$ cat config.mk
export PLATFORM = sky130hd
export DESIGN_NAME = rtc_regs
export DESIGN_NICKNAME = d
export VERILOG_FILES = /design/src/inc/rtc_pkg.sv /design/src/rtl/rtc_regs.sv
export SDC_FILE = /design/constraint.sdc
export NUM_CORES = 1
export LEC_CHECK = 0
export ABC_AREA = 1
export BUFFER_PORTS_ARGS = -buffer_cell sky130_fd_sc_hd__buf_2
export CELL_PAD_IN_SITES_DETAIL_PLACEMENT = 1
export CELL_PAD_IN_SITES_GLOBAL_PLACEMENT = 2
export CORE_MARGIN = 2
export CORE_UTILIZATION = 35
export CTS_CLUSTER_DIAMETER = 60
export DETAILED_ROUTE_END_ITERATION = 8
export PLACE_DENSITY_LB_ADDON = 0.25
export REMOVE_ABC_BUFFERS = 1
export SLEW_MARGIN = 10
export SYNTH_ARGS = -nofsm -noshare
export SYNTH_HDL_FRONTEND = slang
export SYNTH_SLANG_ARGS = --single-unit
export TNS_END_PERCENT = 1
$ cat constraint.sdc
create_clock -name mclk_in -period 5.5 [get_ports mclk_in]
set_clock_uncertainty 0.15 [all_clocks]
set_input_delay 0.55 -clock mclk_in [delete_from_list [all_inputs] [get_ports mclk_in]]
set_output_delay 0.55 -clock mclk_in [all_outputs]
set_load 0.02 [all_outputs]
$ cat src/inc/rtc_pkg.sv
`default_nettype none
// ==========================================================================
// Register map and field layout
// ==========================================================================
package rtc_pkg;
    // Register offsets
    localparam logic [7:0] ADDR_MAIN   = 8'h00;
    localparam logic [7:0] ADDR_A_HIGH = 8'h01;
    localparam logic [7:0] ADDR_A_MID  = 8'h02;
    localparam logic [7:0] ADDR_A_LOW  = 8'h03;
    localparam logic [7:0] ADDR_B_HIGH = 8'h04;
    localparam logic [7:0] ADDR_B_MID  = 8'h05;
    localparam logic [7:0] ADDR_B_LOW  = 8'h06;
    localparam logic [7:0] ADDR_DEV_HI = 8'h07;
    localparam logic [7:0] ADDR_DEV_LO = 8'h08;
    localparam logic [7:0] ADDR_BIAS   = 8'h09;
    localparam logic [7:0] ADDR_CRYSTAL_OSC_CTRL   = 8'h0a;
    localparam logic [7:0] ADDR_POWER  = 8'h0b;
    // Main control bit positions
    localparam int MAIN_SEL_BIT   = 6;
    localparam int MAIN_TXPD_BIT  = 4;
    localparam int MAIN_FSPD_BIT  = 3;
    localparam int MAIN_CORE_BIT  = 2;
    localparam int MAIN_BIAS_BIT  = 1;
    localparam int MAIN_RSTN_BIT  = 0;
    // Writable bits of each register with unused holes
    localparam logic [7:0] MAIN_MASK  = 8'h5f;
    localparam logic [7:0] DEVHI_MASK = 8'h07;
    localparam logic [7:0] BIAS_MASK  = 8'hf3;
    localparam logic [7:0] CRYSTAL_OSC_CTRL_MASK  = 8'h01;
    // Reset values
    localparam logic [7:0] RST_A_HIGH = 8'h75;
    localparam logic [7:0] RST_A_MID  = 8'ha0;
    localparam logic [7:0] RST_A_LOW  = 8'hcb;
    localparam logic [7:0] RST_B_HIGH = 8'h75;
    localparam logic [7:0] RST_B_MID  = 8'ha5;
    localparam logic [7:0] RST_B_LOW  = 8'h4e;
    localparam logic [7:0] RST_DEV_HI = 8'h00;
    localparam logic [7:0] RST_DEV_LO = 8'h59;
    localparam logic [7:0] RST_BIAS   = 8'hc2;
    localparam logic [7:0] RST_CRYSTAL_OSC_CTRL   = 8'h00;
    localparam logic [7:0] RST_POWER  = 8'h0f;
    // Main control value after the hardware reset line (bypass default)
    localparam logic [7:0] RST_MAIN   = 8'h00;

    // Decoded controls handed to the analogue blocks
    typedef struct packed {
        logic        word_select;
        logic        transmit_path_powerdown;
        logic        synth_powerdown;
        logic        osc_core_powerdown;
        logic        bias_powerdown;
        logic        crystal_bypass;
        logic [23:0] active_word;
        logic [10:0] deviation;
        logic [3:0]  osc_core_current;
        logic [1:0]  amp_buffer_drive;
        logic [3:0]  high_array_level;
        logic [3:0]  low_array_level;
    } rtc_ctrl_t;
endpackage
`default_nettype wire

$ cat src/rtl/rtc_regs.sv
// Operation
// - Select bit picks word A or B
// - Bit four powers down transmit path
// - Bit three powers down synthesiser
// - Bit two powers down oscillator core
// - Bit one powers down bias, buffer
// - Reset bit low loads other defaults
// - Main register takes written values only
// - Word A three bytes with defaults
// - Word B three bytes with defaults
// - Eleven-bit deviation across two registers
// - Oscillator core current nibble, default 1100
// - Buffer drive field, default 10
// - Crystal bypass bit, default zero
// - High array level, default 0000
// - Low array level, default 1111
// - Frequency words written independently
//
// Local design decision: the address-and-strobe port.
`timescale 1ns/10ps
`default_nettype none
module rtc_regs (
    input  wire logic              mclk_in,      // 25 MHz clock
    input  wire logic              rst_in,       // Synchronous reset, high
    input  wire logic [7:0]        addr_in,      // Register offset
    input  wire logic [7:0]        wdata_in,     // Write data
    input  wire logic              wr_in,        // Write strobe
    input  wire logic              rd_in,        // Read strobe
    output logic [7:0]             rdata_out,    // Read data, cycle after strobe
    output rtc_pkg::rtc_ctrl_t     ctrl_out      // Controls to analogue blocks
);
    // ======================================================================
    // Storage
    // ======================================================================
    logic [7:0] main_q;                 // Main control
    logic [7:0] cfg_q [1:11];           // Registers 01h..0Bh
    logic [7:0] rdata_q;                // Read data holding register
    logic [7:0] rd_mux;                 // Combinational read select
    logic       soft_rst;               // Default load request

    // Soft reset is a write of main with its reset bit low
    assign soft_rst = wr_in && (addr_in == rtc_pkg::ADDR_MAIN)
                      && !wdata_in[rtc_pkg::MAIN_RSTN_BIT];

    // ======================================================================
    // Main control register
    // ======================================================================
    // Only the bus writes it; the soft reset never touches it
    always_ff @(posedge mclk_in) begin
        if (rst_in) begin
            main_q <= rtc_pkg::RST_MAIN;
        end else if (wr_in && addr_in == rtc_pkg::ADDR_MAIN) begin
            main_q <= wdata_in & rtc_pkg::MAIN_MASK;
        end
    end

    // ======================================================================
    // Configuration registers 01h..0Bh
    // ======================================================================
    // Per-register default and writable-bit mask
    function automatic logic [7:0] dflt(input int i);
        case (i)
            1:       dflt = rtc_pkg::RST_A_HIGH;
            2:       dflt = rtc_pkg::RST_A_MID;
            3:       dflt = rtc_pkg::RST_A_LOW;
            4:       dflt = rtc_pkg::RST_B_HIGH;
            5:       dflt = rtc_pkg::RST_B_MID;
            6:       dflt = rtc_pkg::RST_B_LOW;
            7:       dflt = rtc_pkg::RST_DEV_HI;
            8:       dflt = rtc_pkg::RST_DEV_LO;
            9:       dflt = rtc_pkg::RST_BIAS;
            10:      dflt = rtc_pkg::RST_CRYSTAL_OSC_CTRL;
            default: dflt = rtc_pkg::RST_POWER;
        endcase
    endfunction

    function automatic logic [7:0] wmask(input int i);
        case (i)
            7:       wmask = rtc_pkg::DEVHI_MASK;
            9:       wmask = rtc_pkg::BIAS_MASK;
            10:      wmask = rtc_pkg::CRYSTAL_OSC_CTRL_MASK;
            default: wmask = 8'hff;
        endcase
    endfunction

    // One register per generate entry, each decoded on its own address
    genvar gi;
    generate
        for (gi = 1; gi <= 11; gi++) begin : g_cfg
            always_ff @(posedge mclk_in) begin
                if (rst_in || soft_rst) begin
                    cfg_q[gi] <= dflt(gi);
                end else if (wr_in && addr_in == 8'(gi)) begin
                    // Each byte lands alone, so an idle word can be staged
                    cfg_q[gi] <= wdata_in & wmask(gi);
                end
            end
        end
    endgenerate

    // ======================================================================
    // Read path
    // ======================================================================
    // Unmapped offsets read as zero
    always_comb begin
        rd_mux = 8'h00;
        if (addr_in == rtc_pkg::ADDR_MAIN) begin
            rd_mux = main_q;
        end else if (addr_in <= rtc_pkg::ADDR_POWER) begin
            rd_mux = cfg_q[addr_in[3:0]];
        end
    end

    // Data stands only in the cycle after the strobe
    always_ff @(posedge mclk_in) begin
        if (rst_in) begin
            rdata_q <= 8'h00;
        end else if (rd_in) begin
            rdata_q <= rd_mux;
        end else begin
            rdata_q <= 8'h00;
        end
    end
    assign rdata_out = rdata_q;

    // ======================================================================
    // Control decode
    // ======================================================================
    // Everything below is straight from flip-flops, so glitch free, except active_word, which is muxed by word select
    always_comb begin
        ctrl_out.word_select             = main_q[rtc_pkg::MAIN_SEL_BIT];
        ctrl_out.transmit_path_powerdown = main_q[rtc_pkg::MAIN_TXPD_BIT];
        ctrl_out.synth_powerdown         = main_q[rtc_pkg::MAIN_FSPD_BIT];
        ctrl_out.osc_core_powerdown      = main_q[rtc_pkg::MAIN_CORE_BIT];
        ctrl_out.bias_powerdown          = main_q[rtc_pkg::MAIN_BIAS_BIT];
        ctrl_out.crystal_bypass          = cfg_q[10][0];
        // Word select steers the synthesiser word
        ctrl_out.active_word = main_q[rtc_pkg::MAIN_SEL_BIT]
                             ? {cfg_q[4], cfg_q[5], cfg_q[6]}
                             : {cfg_q[1], cfg_q[2], cfg_q[3]};
        ctrl_out.deviation        = {cfg_q[7][2:0], cfg_q[8]};
        ctrl_out.osc_core_current = cfg_q[9][7:4];
        ctrl_out.amp_buffer_drive = cfg_q[9][1:0];
        ctrl_out.high_array_level = cfg_q[11][7:4];
        ctrl_out.low_array_level  = cfg_q[11][3:0];
    end
endmodule
`default_nettype wire

==> results of run 1 <==
## worst max-delay path, delay by kind of cell
kind                   cells  cell delay (ns)
buffers and inverters      2             0.41
AND/OR/NAND/NOR            6             1.76
## kinds of logic after synthesis
family / count (synthesis)
AOI/OAI and AO/OA: 35
DFF: 88
and+or+nand+nor: 335
buffers and inverters: 88
## cell type report
class	count	area, um2
clock buffer	11	233
multi-input combinational	370	1590
sequential	88	2500
inverter	66	249
fill	1565	7330
tap	172	215
clock inverter	5	25.0
timing repair buffer	84	425
## final timing paths
kind / from / to / slack, ns / cells after the start
worst max-delay path: addr_in[0] / cfg_q[5][0]$_SDFFCE_PN1P_ / 2.61 / 8
worst min-delay path: main_q[2]$_SDFFE_PP0P_ / rdata_out[2]$_SDFF_PP0_ / 0.35 / 2
worst max register to register: cfg_q[11][1]$_SDFFCE_PN1P_ / rdata_out[1]$_SDFF_PP0_ / 4.07 / 7
worst min register to register: main_q[2]$_SDFFE_PP0P_ / rdata_out[2]$_SDFF_PP0_ / 0.35 / 2
## registers in the layout, summed over array words and instances (netlist names)
name / flops
main_q: 6
rdata_out: 8
cfg_q: 74
## report_power, final
| part | internal [W] | switching (W) | total (W) |
|---|---|---|---|
| clock network | 0.000303 | 0.000262 | 0.000565 |
| registers | 0.000751 | 0.0000237 | 0.000775 |
| logic | 0.0000422 | 0.000125 | 0.000167 |
| total | 0.00110 | 0.000411 | 0.00151 |
## through the flow
step	setup WS, ns	power, W	cell area (um2)	hold slack (ns)
floorplan	2.78	0.000872	4340	0.298
CTS	2.57	0.00151	5240	0.349
detailed placement	2.23	0.000956	4980	0.339
finish	2.61	0.00151	5240	0.348
global route	2.33	0.00155	5240	0.396
global placement	2.33	0.000955	4980	0.330
## metal layers
metal  track usage (%)  part of all wire [%]
met1              34.8                    45
met2              40.8                    47
met3              4.69                   5.6
met4              8.94                   2.3
met5                 0                     0
## cell usage after synthesis
master	n
nand2_1	212
edfxtp_1	74
nor2_1	71
inv_1	52
nand3_1	27
o21ai_0	26
dfxtp_1	14
clkbuf_1	10
a21oi_1	7
clkinv_1	7
inv_2	6
nand4_1	6
buf_4	5
buf_6	4
nor2_2	4
buf_2	3
nand2_2	3
or2_2	3
nand2_4	2
nand3b_1	2
nor2_8	2
o211ai_1	2
clkinv_2	1
nand3b_2	1
nor2_4	1
nor3_2	1
==> reports/metrics.cfg, run 1 <==
[place]
dp.cells=780
hpwl_um=12100
io_buffers=82
place.gp.congestion=0.836

[floorplanning]
die_w_um=117
core_um2=12600
die-height_um=117
start_util_pct=35.6
rows=41
io_pins=83
dieArea_um2=13700

[synthesis]
synthAdderAreaFrac_pct=0
syn_area_um2=4470
ys_types=26
synth_top_family_by_area=simple AND/OR/NAND/NOR gates
yosysTopAreaCell=edfxtp_1
muxShareOfSynthArea_pct=0
yosys.area_share.simple_pct=31.5
synthXorXnorAreaFrac_pct=0
synth_warnings=0
yosysSeqAreaShare_pct=55.9
avgSynthCellArea_um2=8.19
synth_top_cell_area_share_pct=49.7
ys_ff_latch=88
synth_compound_area_share_pct=4.03
synth.area.top_cells=edfxtp_1 (50%), nand2_1 (18%), dfxtp_1 (6.3%)
syn-instance-count=546

[global_routing]
grt_max_degree=42
grt_usage_pct=25.5
grt_pass1_wl_um=24600
gr-total-overflow=0
first_global_vias=4105
antenna_found_initial=0

[clock_tree]
cts_tree=yes
cts_hold_buf=0
post_cts_buffers=0
h-tree-depth=3
cts_sinks=88
path_clk_slew_ns=0.06
clock_latency_ns=0.35
cts_buffers=9
clk_path_buf_depth=2
cts_root_buf=clkbuf_16
cts_resized=0

[worst_setup_path]
cp.required_ns=5.35
start_kind=input pin
slowest_stage=nor3_2
path_common_cell=nand2_2
critPathMaxStageDelay_ns=0.56
end_kind=flop
cp_max_fo=18
arrival_ns=2.74
crit_path_cell_trace=buf_2, nor2_8, nand2_2, nor3_2, nand2_2, nand2_4, inv_2, nand2_1
crit_type=input pin to flop

[job]
cap_violations=0

[timing]
fmax_ghz=0.346
rsz0062_at_grt=no
min_period_ns=2.89
slew_headroom_pct=51.6
finalSetupViolCount=0
timing.setup.tns_ns=0
drv_slew=0
hold_violations=0
fin_crit_sh_pct=52.6
tightest_slew_ns=0.722

[routing]
drt.antenna.violating_nets=0
via_per_inst=5.01
drt_iter0_drc=272
vias=3989
firstDrtPassIters=5
drc_errors=0
wl_per_cell_um=20.5
finalWirelength_um=16400

[cells_and_area]
antennaDiodeCount=0
drive_above_1_share_pct=19.6
nets=639
area_growth_pct=17.1
layout_common_cells=nand2_1 (212), buf_2 (82), edfxtp_1 (74), nor2_1 (71), inv_1 (52)
final_common_cell=nand2_1
fin_cells=796
fin_util_pct=41.7

[run_status]
status=completed

[min_path]
hp-class=flop to flop

[power]
p_per_area_nw_per_um2=288
max-vdd-ir-drop_mv=0.181
p_leak_nw=2.32

(Power assumes the default switching activity.)
==> run 2: changes to the inputs <==
Settings changed: CORE_UTILIZATION 35 to 29.
Clock period 5.5 ns to 2.3 ns, I/O delays scaled along.
==> run 2 against run 1 <==
  * Non-clock buffer count is 19 higher
  * Critical path depth is 4 lower
  * Wire length is 0.29% lower
  * Sequential share of layout area is 1.7 points lower
  * Worst hold slack worse by 0.19 ns
  * Critical path type is now flop to output port
==> reports/metrics.cfg, run 2 (same netlist as run 1, synthesis figures left out) <==
[run_status]
status=completed

[clock_tree]
cts_root_buf=clkbuf_16
path_clk_slew_ns=0.07  ; about the same
cts_resized=0  ; unchanged
cts_tree=yes
clk_path_buf_depth=2  ; unchanged
h-tree-depth=3  ; unchanged
cts_hold_buf=0  ; unchanged
clock_latency_ns=0.35  ; about the same
cts_buffers=9  ; unchanged
cts_sinks=88  ; unchanged
post_cts_buffers=0  ; unchanged

[worst_setup_path]
r2r_slack_ns=0.96  ; -3.11 ns
cp.required_ns=1.92  ; -3.43 ns
reg2reg_from=cfg_q[7][1]$_SDFFCE_PN0P_
rr_endpoint=rdata_out[1]$_SDFF_PP0_
cp_max_fo=41  ; +23
crit_type=flop to output port
start_kind=flop
end_kind=output port
r2r_cells=10  ; +3
arrival_ns=1.53  ; -1.21 ns

[cells_and_area]
layout_common_cells=nand2_1 (212), buf_2 (82), edfxtp_1 (74), nor2_1 (71), inv_1 (52)
antennaDiodeCount=0  ; unchanged
fin_cells=831  ; +4.4%
area_growth_pct=21.4
drive_above_1_share_pct=21.8  ; +2.2 points
top_register=cfg_q
largest_register_ffs=74  ; unchanged
final_common_cell=nand2_1
fin_area_um2=5430  ; +3.7%
nets=658  ; +3.0%

[routing]
drt_iter0_drc=273  ; +0.37%
vias=3977  ; -0.30%
drc_errors=0  ; unchanged
wl_per_cell_um=19.6  ; -4.5%
finalWirelength_um=16300  ; -0.29%
firstDrtPassIters=4  ; -1
drt.antenna.violating_nets=0  ; unchanged
via_per_inst=4.79  ; -4.5%

[global_routing]
antenna_found_initial=0  ; unchanged
grt_pass1_wl_um=24400  ; -0.81%
grt_max_degree=42  ; unchanged
gr-total-overflow=0  ; unchanged
first_global_vias=4127  ; +0.54%
grt_usage_pct=20.6  ; -4.9 points

[floorplanning]
dieArea_um2=16400  ; +20%
io_pins=83  ; unchanged
start_util_pct=29.5  ; -6.1 points
rows=45  ; +9.8%
die_w_um=128  ; +9.5%
core_um2=15100  ; +21%
die-height_um=128  ; +9.5%

[min_path]
hp-class=input pin to flop
hold_depth=4  ; +2
hold_path_end=rdata_out[1]$_SDFF_PP0_
hold_path.startpoint=rd_in

[timing]
fin_crit_sh_pct=83.0
tightest_slew_ns=0.700  ; -0.0221 ns
min_period_ns=1.91
drv_slew=0  ; unchanged
finalSetupViolCount=0  ; unchanged
fmax_ghz=0.524
slew_headroom_pct=53.3  ; +1.7 points
hold_ws_ns=0.157  ; -0.192 ns
timing.setup.tns_ns=0  ; unchanged
rsz0062_at_grt=no
hold_violations=0  ; unchanged

[power]
p_per_area_nw_per_um2=689  ; +140%
max-vdd-ir-drop_mv=0.416  ; +130%
p_leak_nw=2.41  ; +3.9%

[place]
place.gp.congestion=0.843  ; +0.90%
dp.cells=815  ; +4.5%
hpwl_um=12300  ; +1.7%
dpl-instance-area_um2=5140  ; +3.3%
io_buffers=82  ; unchanged

[job]
cap_violations=0  ; unchanged

==> run 2: worst max-delay path by stage <==
stage | slack, ns | cells after the start | startpoint | end
finish | 0.39 | 4 | main_q[6]$_SDFFE_PP0P_ | ctrl_out[28]
global route | 0.28 | 4 | main_q[6]$_SDFFE_PP0P_ | ctrl_out[28]
CTS | 0.37 | 4 | main_q[6]$_SDFFE_PP0P_ | ctrl_out[28]
detailed placement | 0.12 | 9 | addr_in[3] | cfg_q[4][2]$_SDFFCE_PN1P_
global placement | 0.11 | 9 | addr_in[3] | cfg_q[4][2]$_SDFFCE_PN1P_
floorplan | -0.10 | 2 | main_q[6]$_SDFFE_PP0P_ | ctrl_out[41]
==> run 2: power breakdown <==
part           internal, W  total [W]  switching (W)
registers          0.00180    0.00184      0.0000463
logic             0.000119   0.000423       0.000303
clock network     0.000836    0.00148       0.000644
total              0.00275    0.00374       0.000994
==> run 2: stage by stage <==
step	setup WS, ns	util, %	power [W]
2_1_floorplan	-0.101	-	0.00208
3_3_place_gp	0.114	34.0	0.00230
3_5_place_dp	0.121	34.0	0.00230
4_1_cts	0.375	35.9	0.00377
5_1_grt	0.283	35.9	0.00388
6_report	0.391	35.9	0.00374
==> run 2: critical path, cell delays in order (launching register included) <==
cell and delay (ns):
dfxtp_1 0.34, buf_4 0.38, nand2_1 0.09, o21ai_0 0.13, buf_2 0.22
==> run 2: layer usage <==
metal,global-route usage [%],routed length (um),up-vias
li1,-,-,1901
met1,27.5,7580,1976
met2,34.3,7830,82
met3,3.42,580,18
met4,6.14,306,0
met5,0,0,-
==> run 2: final cells by class <==
| class | count | area [um2] |
|---|---|---|
| fill | 1857 | 9710 |
| multi-input combinational | 370 | 1590 |
| clock inverter | 6 | 60.1 |
| sequential | 88 | 2500 |
| inverter | 66 | 249 |
| timing repair buffer | 103 | 568 |
| clock buffer | 10 | 229 |
| tap | 188 | 235 |
==> run 3: changes to the inputs <==
Clock period 2.3 ns to 1.55 ns, I/O delays scaled along.
==> run 3 against run 2 <==
  * Global-route usage is 1.1 points higher
  * Sequential cell count stayed put
  * First-iteration DRC count is 18% lower
  * Sequential power is 49% higher
  * Core utilization is 6.1 points higher
  * Largest cell class unchanged
  * Die area stayed put
  * Largest power group unchanged
  * Critical path depth stayed put
  * Wire length is 7.7% higher
  * Clock power is 49% higher
  * Setup slack worse by 0.51 ns
  * The flow now finishes with violations (setup timing)
  * Combinational power is 88% higher
==> reports/metrics.cfg, run 3 (same netlist as run 1, synthesis figures left out) <==
[timing]
worst_slack_ns=-0.114  ; -0.506 ns
hold_violations=0  ; unchanged
slew_headroom_pct=67.6  ; +14 points
tightest_slew_ns=0.483  ; -0.217 ns
hold_ws_ns=0.0638  ; -0.0931 ns
drv_slew=0  ; unchanged
rsz0062_at_grt=yes
timing.setup.tns_ns=-1.66  ; -1.66 ns
finalSetupViolCount=21  ; +21
fmax_ghz=0.601
min_period_ns=1.66
fin_crit_sh_pct=107

[cells_and_area]
final_common_cell=nand2_1
largest_register_ffs=74  ; unchanged
seqCellArea_um2=2510  ; +0.15%
area_growth_pct=42.2
fillerInstances=1778  ; -4.3%
top_register=cfg_q
multi_input_area_um2=1780  ; +12%
antennaDiodeCount=0  ; unchanged
nets=712  ; +8.2%
drive_above_1_share_pct=33.1  ; +11 points
layout_common_cells=nand2_1 (196), edfxtp_1 (74), nor2_1 (67), buf_4 (62), buf_2 (59)

[clock_tree]
cts_hold_buf=0  ; unchanged
cts_tree=yes
cts_sinks=88  ; unchanged
cts_root_buf=clkbuf_16
clock_latency_ns=0.35  ; about the same
h-tree-depth=3  ; unchanged
path_clk_slew_ns=0.07  ; about the same
cts_buffers=9  ; unchanged
clk_path_buf_depth=2  ; unchanged

[worst_setup_path]
slowest_stage=dfxtp_4
end_kind=output port
cp.required_ns=1.24  ; -0.68 ns
crit_path_cell_trace=buf_12, clkbuf_16, o21ai_4, buf_6
start_kind=flop
arrival_ns=1.36  ; -0.17 ns
critPathMaxStageDelay_ns=0.40  ; +0.02 ns
cp_max_fo=6  ; -85%
crit_type=flop to output port

[floorplanning]
start_util_pct=29.5  ; unchanged
die_w_um=128  ; unchanged
rows=45  ; unchanged
dieArea_um2=16400  ; unchanged
core_um2=15100  ; unchanged
io_pins=83  ; unchanged
die-height_um=128  ; unchanged

[routing]
wl_per_cell_um=19.8  ; +1.1%
drc_errors=0  ; unchanged
firstDrtPassIters=5  ; +1
drt.antenna.violating_nets=0  ; unchanged
via_per_inst=4.87  ; +1.7%
finalWirelength_um=17600  ; +7.7%
vias=4306  ; +8.3%
drt_iter0_drc=224  ; -18%

[place]
io_buffers=82  ; unchanged
hpwl_um=13100  ; +6.4%
place.gp.congestion=0.821  ; -2.6%

[global_routing]
grt_max_degree=17  ; -60%
grt_pass1_wl_um=25900  ; +6.0%
use_met3_pct=3.92  ; +0.50 points
top_usage_layer=met2
first_global_vias=4474  ; +8.4%
grt_use_met1_pct=29.2  ; +1.6 points
gr-total-overflow=0  ; unchanged
use_met2_pct=34.7  ; +0.41 points
grt_usage_pct=21.7  ; +1.1 points
antenna_found_initial=0  ; unchanged

[power]
total_power_w=0.00574  ; +53%
p_per_area_nw_per_um2=903  ; +31%
p_leak_nw=2.85  ; +18%
max-vdd-ir-drop_mv=0.495  ; +19%

[run_status]
violations=setup timing
status=finished, violations left

[job]
cap_violations=0  ; unchanged

[min_path]
hp-class=input pin to flop

run 3: cell count changes in the layout (fill, tap and decap cells not counted), sizes merged:
cell | previous run | this run
buf | 103 | 156
clkbuf | 10 | 11
clkinv | 10 | 12
clkinvlp | 3 | 1
run 3: layer usage:
| metal | up-vias | part of all wire [%] |
|---|---|---|
| met5 | - | 0 |
| met4 | 0 | 3.0 |
| met3 | 36 | 4.9 |
| met2 | 131 | 46 |
| met1 | 2122 | 46 |
| li1 | 2017 | - |
run 3: worst paths after layout:
path / from / end / slack (ns) / cells after the start
worst min register to register: main_q[3]$_SDFFE_PP0P_ / rdata_out[3]$_SDFF_PP0_ / 0.34 / 2
worst max-delay path: main_q[6]$_SDFFE_PP0P_ / ctrl_out[37] / -0.11 / 4
worst max register to register: cfg_q[5][0]$_SDFFCE_PN1P_ / rdata_out[0]$_SDFF_PP0_ / 0.15 / 8
worst min-delay path: rd_in / rdata_out[2]$_SDFF_PP0_ / 0.06 / 4
run 3: metrics by stage:
step / cells / instance area, um2 / util [%] / worst slack (ns)
floorplan: 524 / 4340 / - / -0.776
global placement: 863 / 5630 / 37.2 / -0.292
detailed placement: 863 / 5630 / 37.2 / -0.346
CTS: 885 / 6210 / 41.0 / -0.109
global route: 885 / 6360 / 42.0 / -0.137
finish: 885 / 6360 / 42.0 / -0.114
run 3: area by class of cell:
type                            instances  share of cell area (%)
Timing Repair Buffer                  157                    20.5
Tap cell                              188                    3.70
Clock buffer                           10                    3.60
Inverter                               66                    3.93
Clock inverter                          6                   0.944
Sequential cell                        88                    39.4
Multi-Input combinational cell        370                    28.0
run 3: report_power, final:
part	switching (W)	internal, W	total [W]
logic	0.000502	0.000295	0.000797
clock network	0.000965	0.00124	0.00221
registers	0.0000771	0.00266	0.00274
total	0.00154	0.00420	0.00574
run 3: repair_timing:
item | CTS | global route
pin swaps | 4 | 6
endpoints found under the hold margin | 0 | 0
buffers inserted | 4 | 0
cloned | 2 | 1
setup endpoints to repair | 25 | 131
gates resized for setup | 73 | 42
run 3: worst max-delay path, delay by kind of cell (launching register included):
kind	cells	cell delay [ns]
flip-flops	1	0.40
buffers and inverters	3	0.46
AO/OA/AOI/OAI	1	0.14
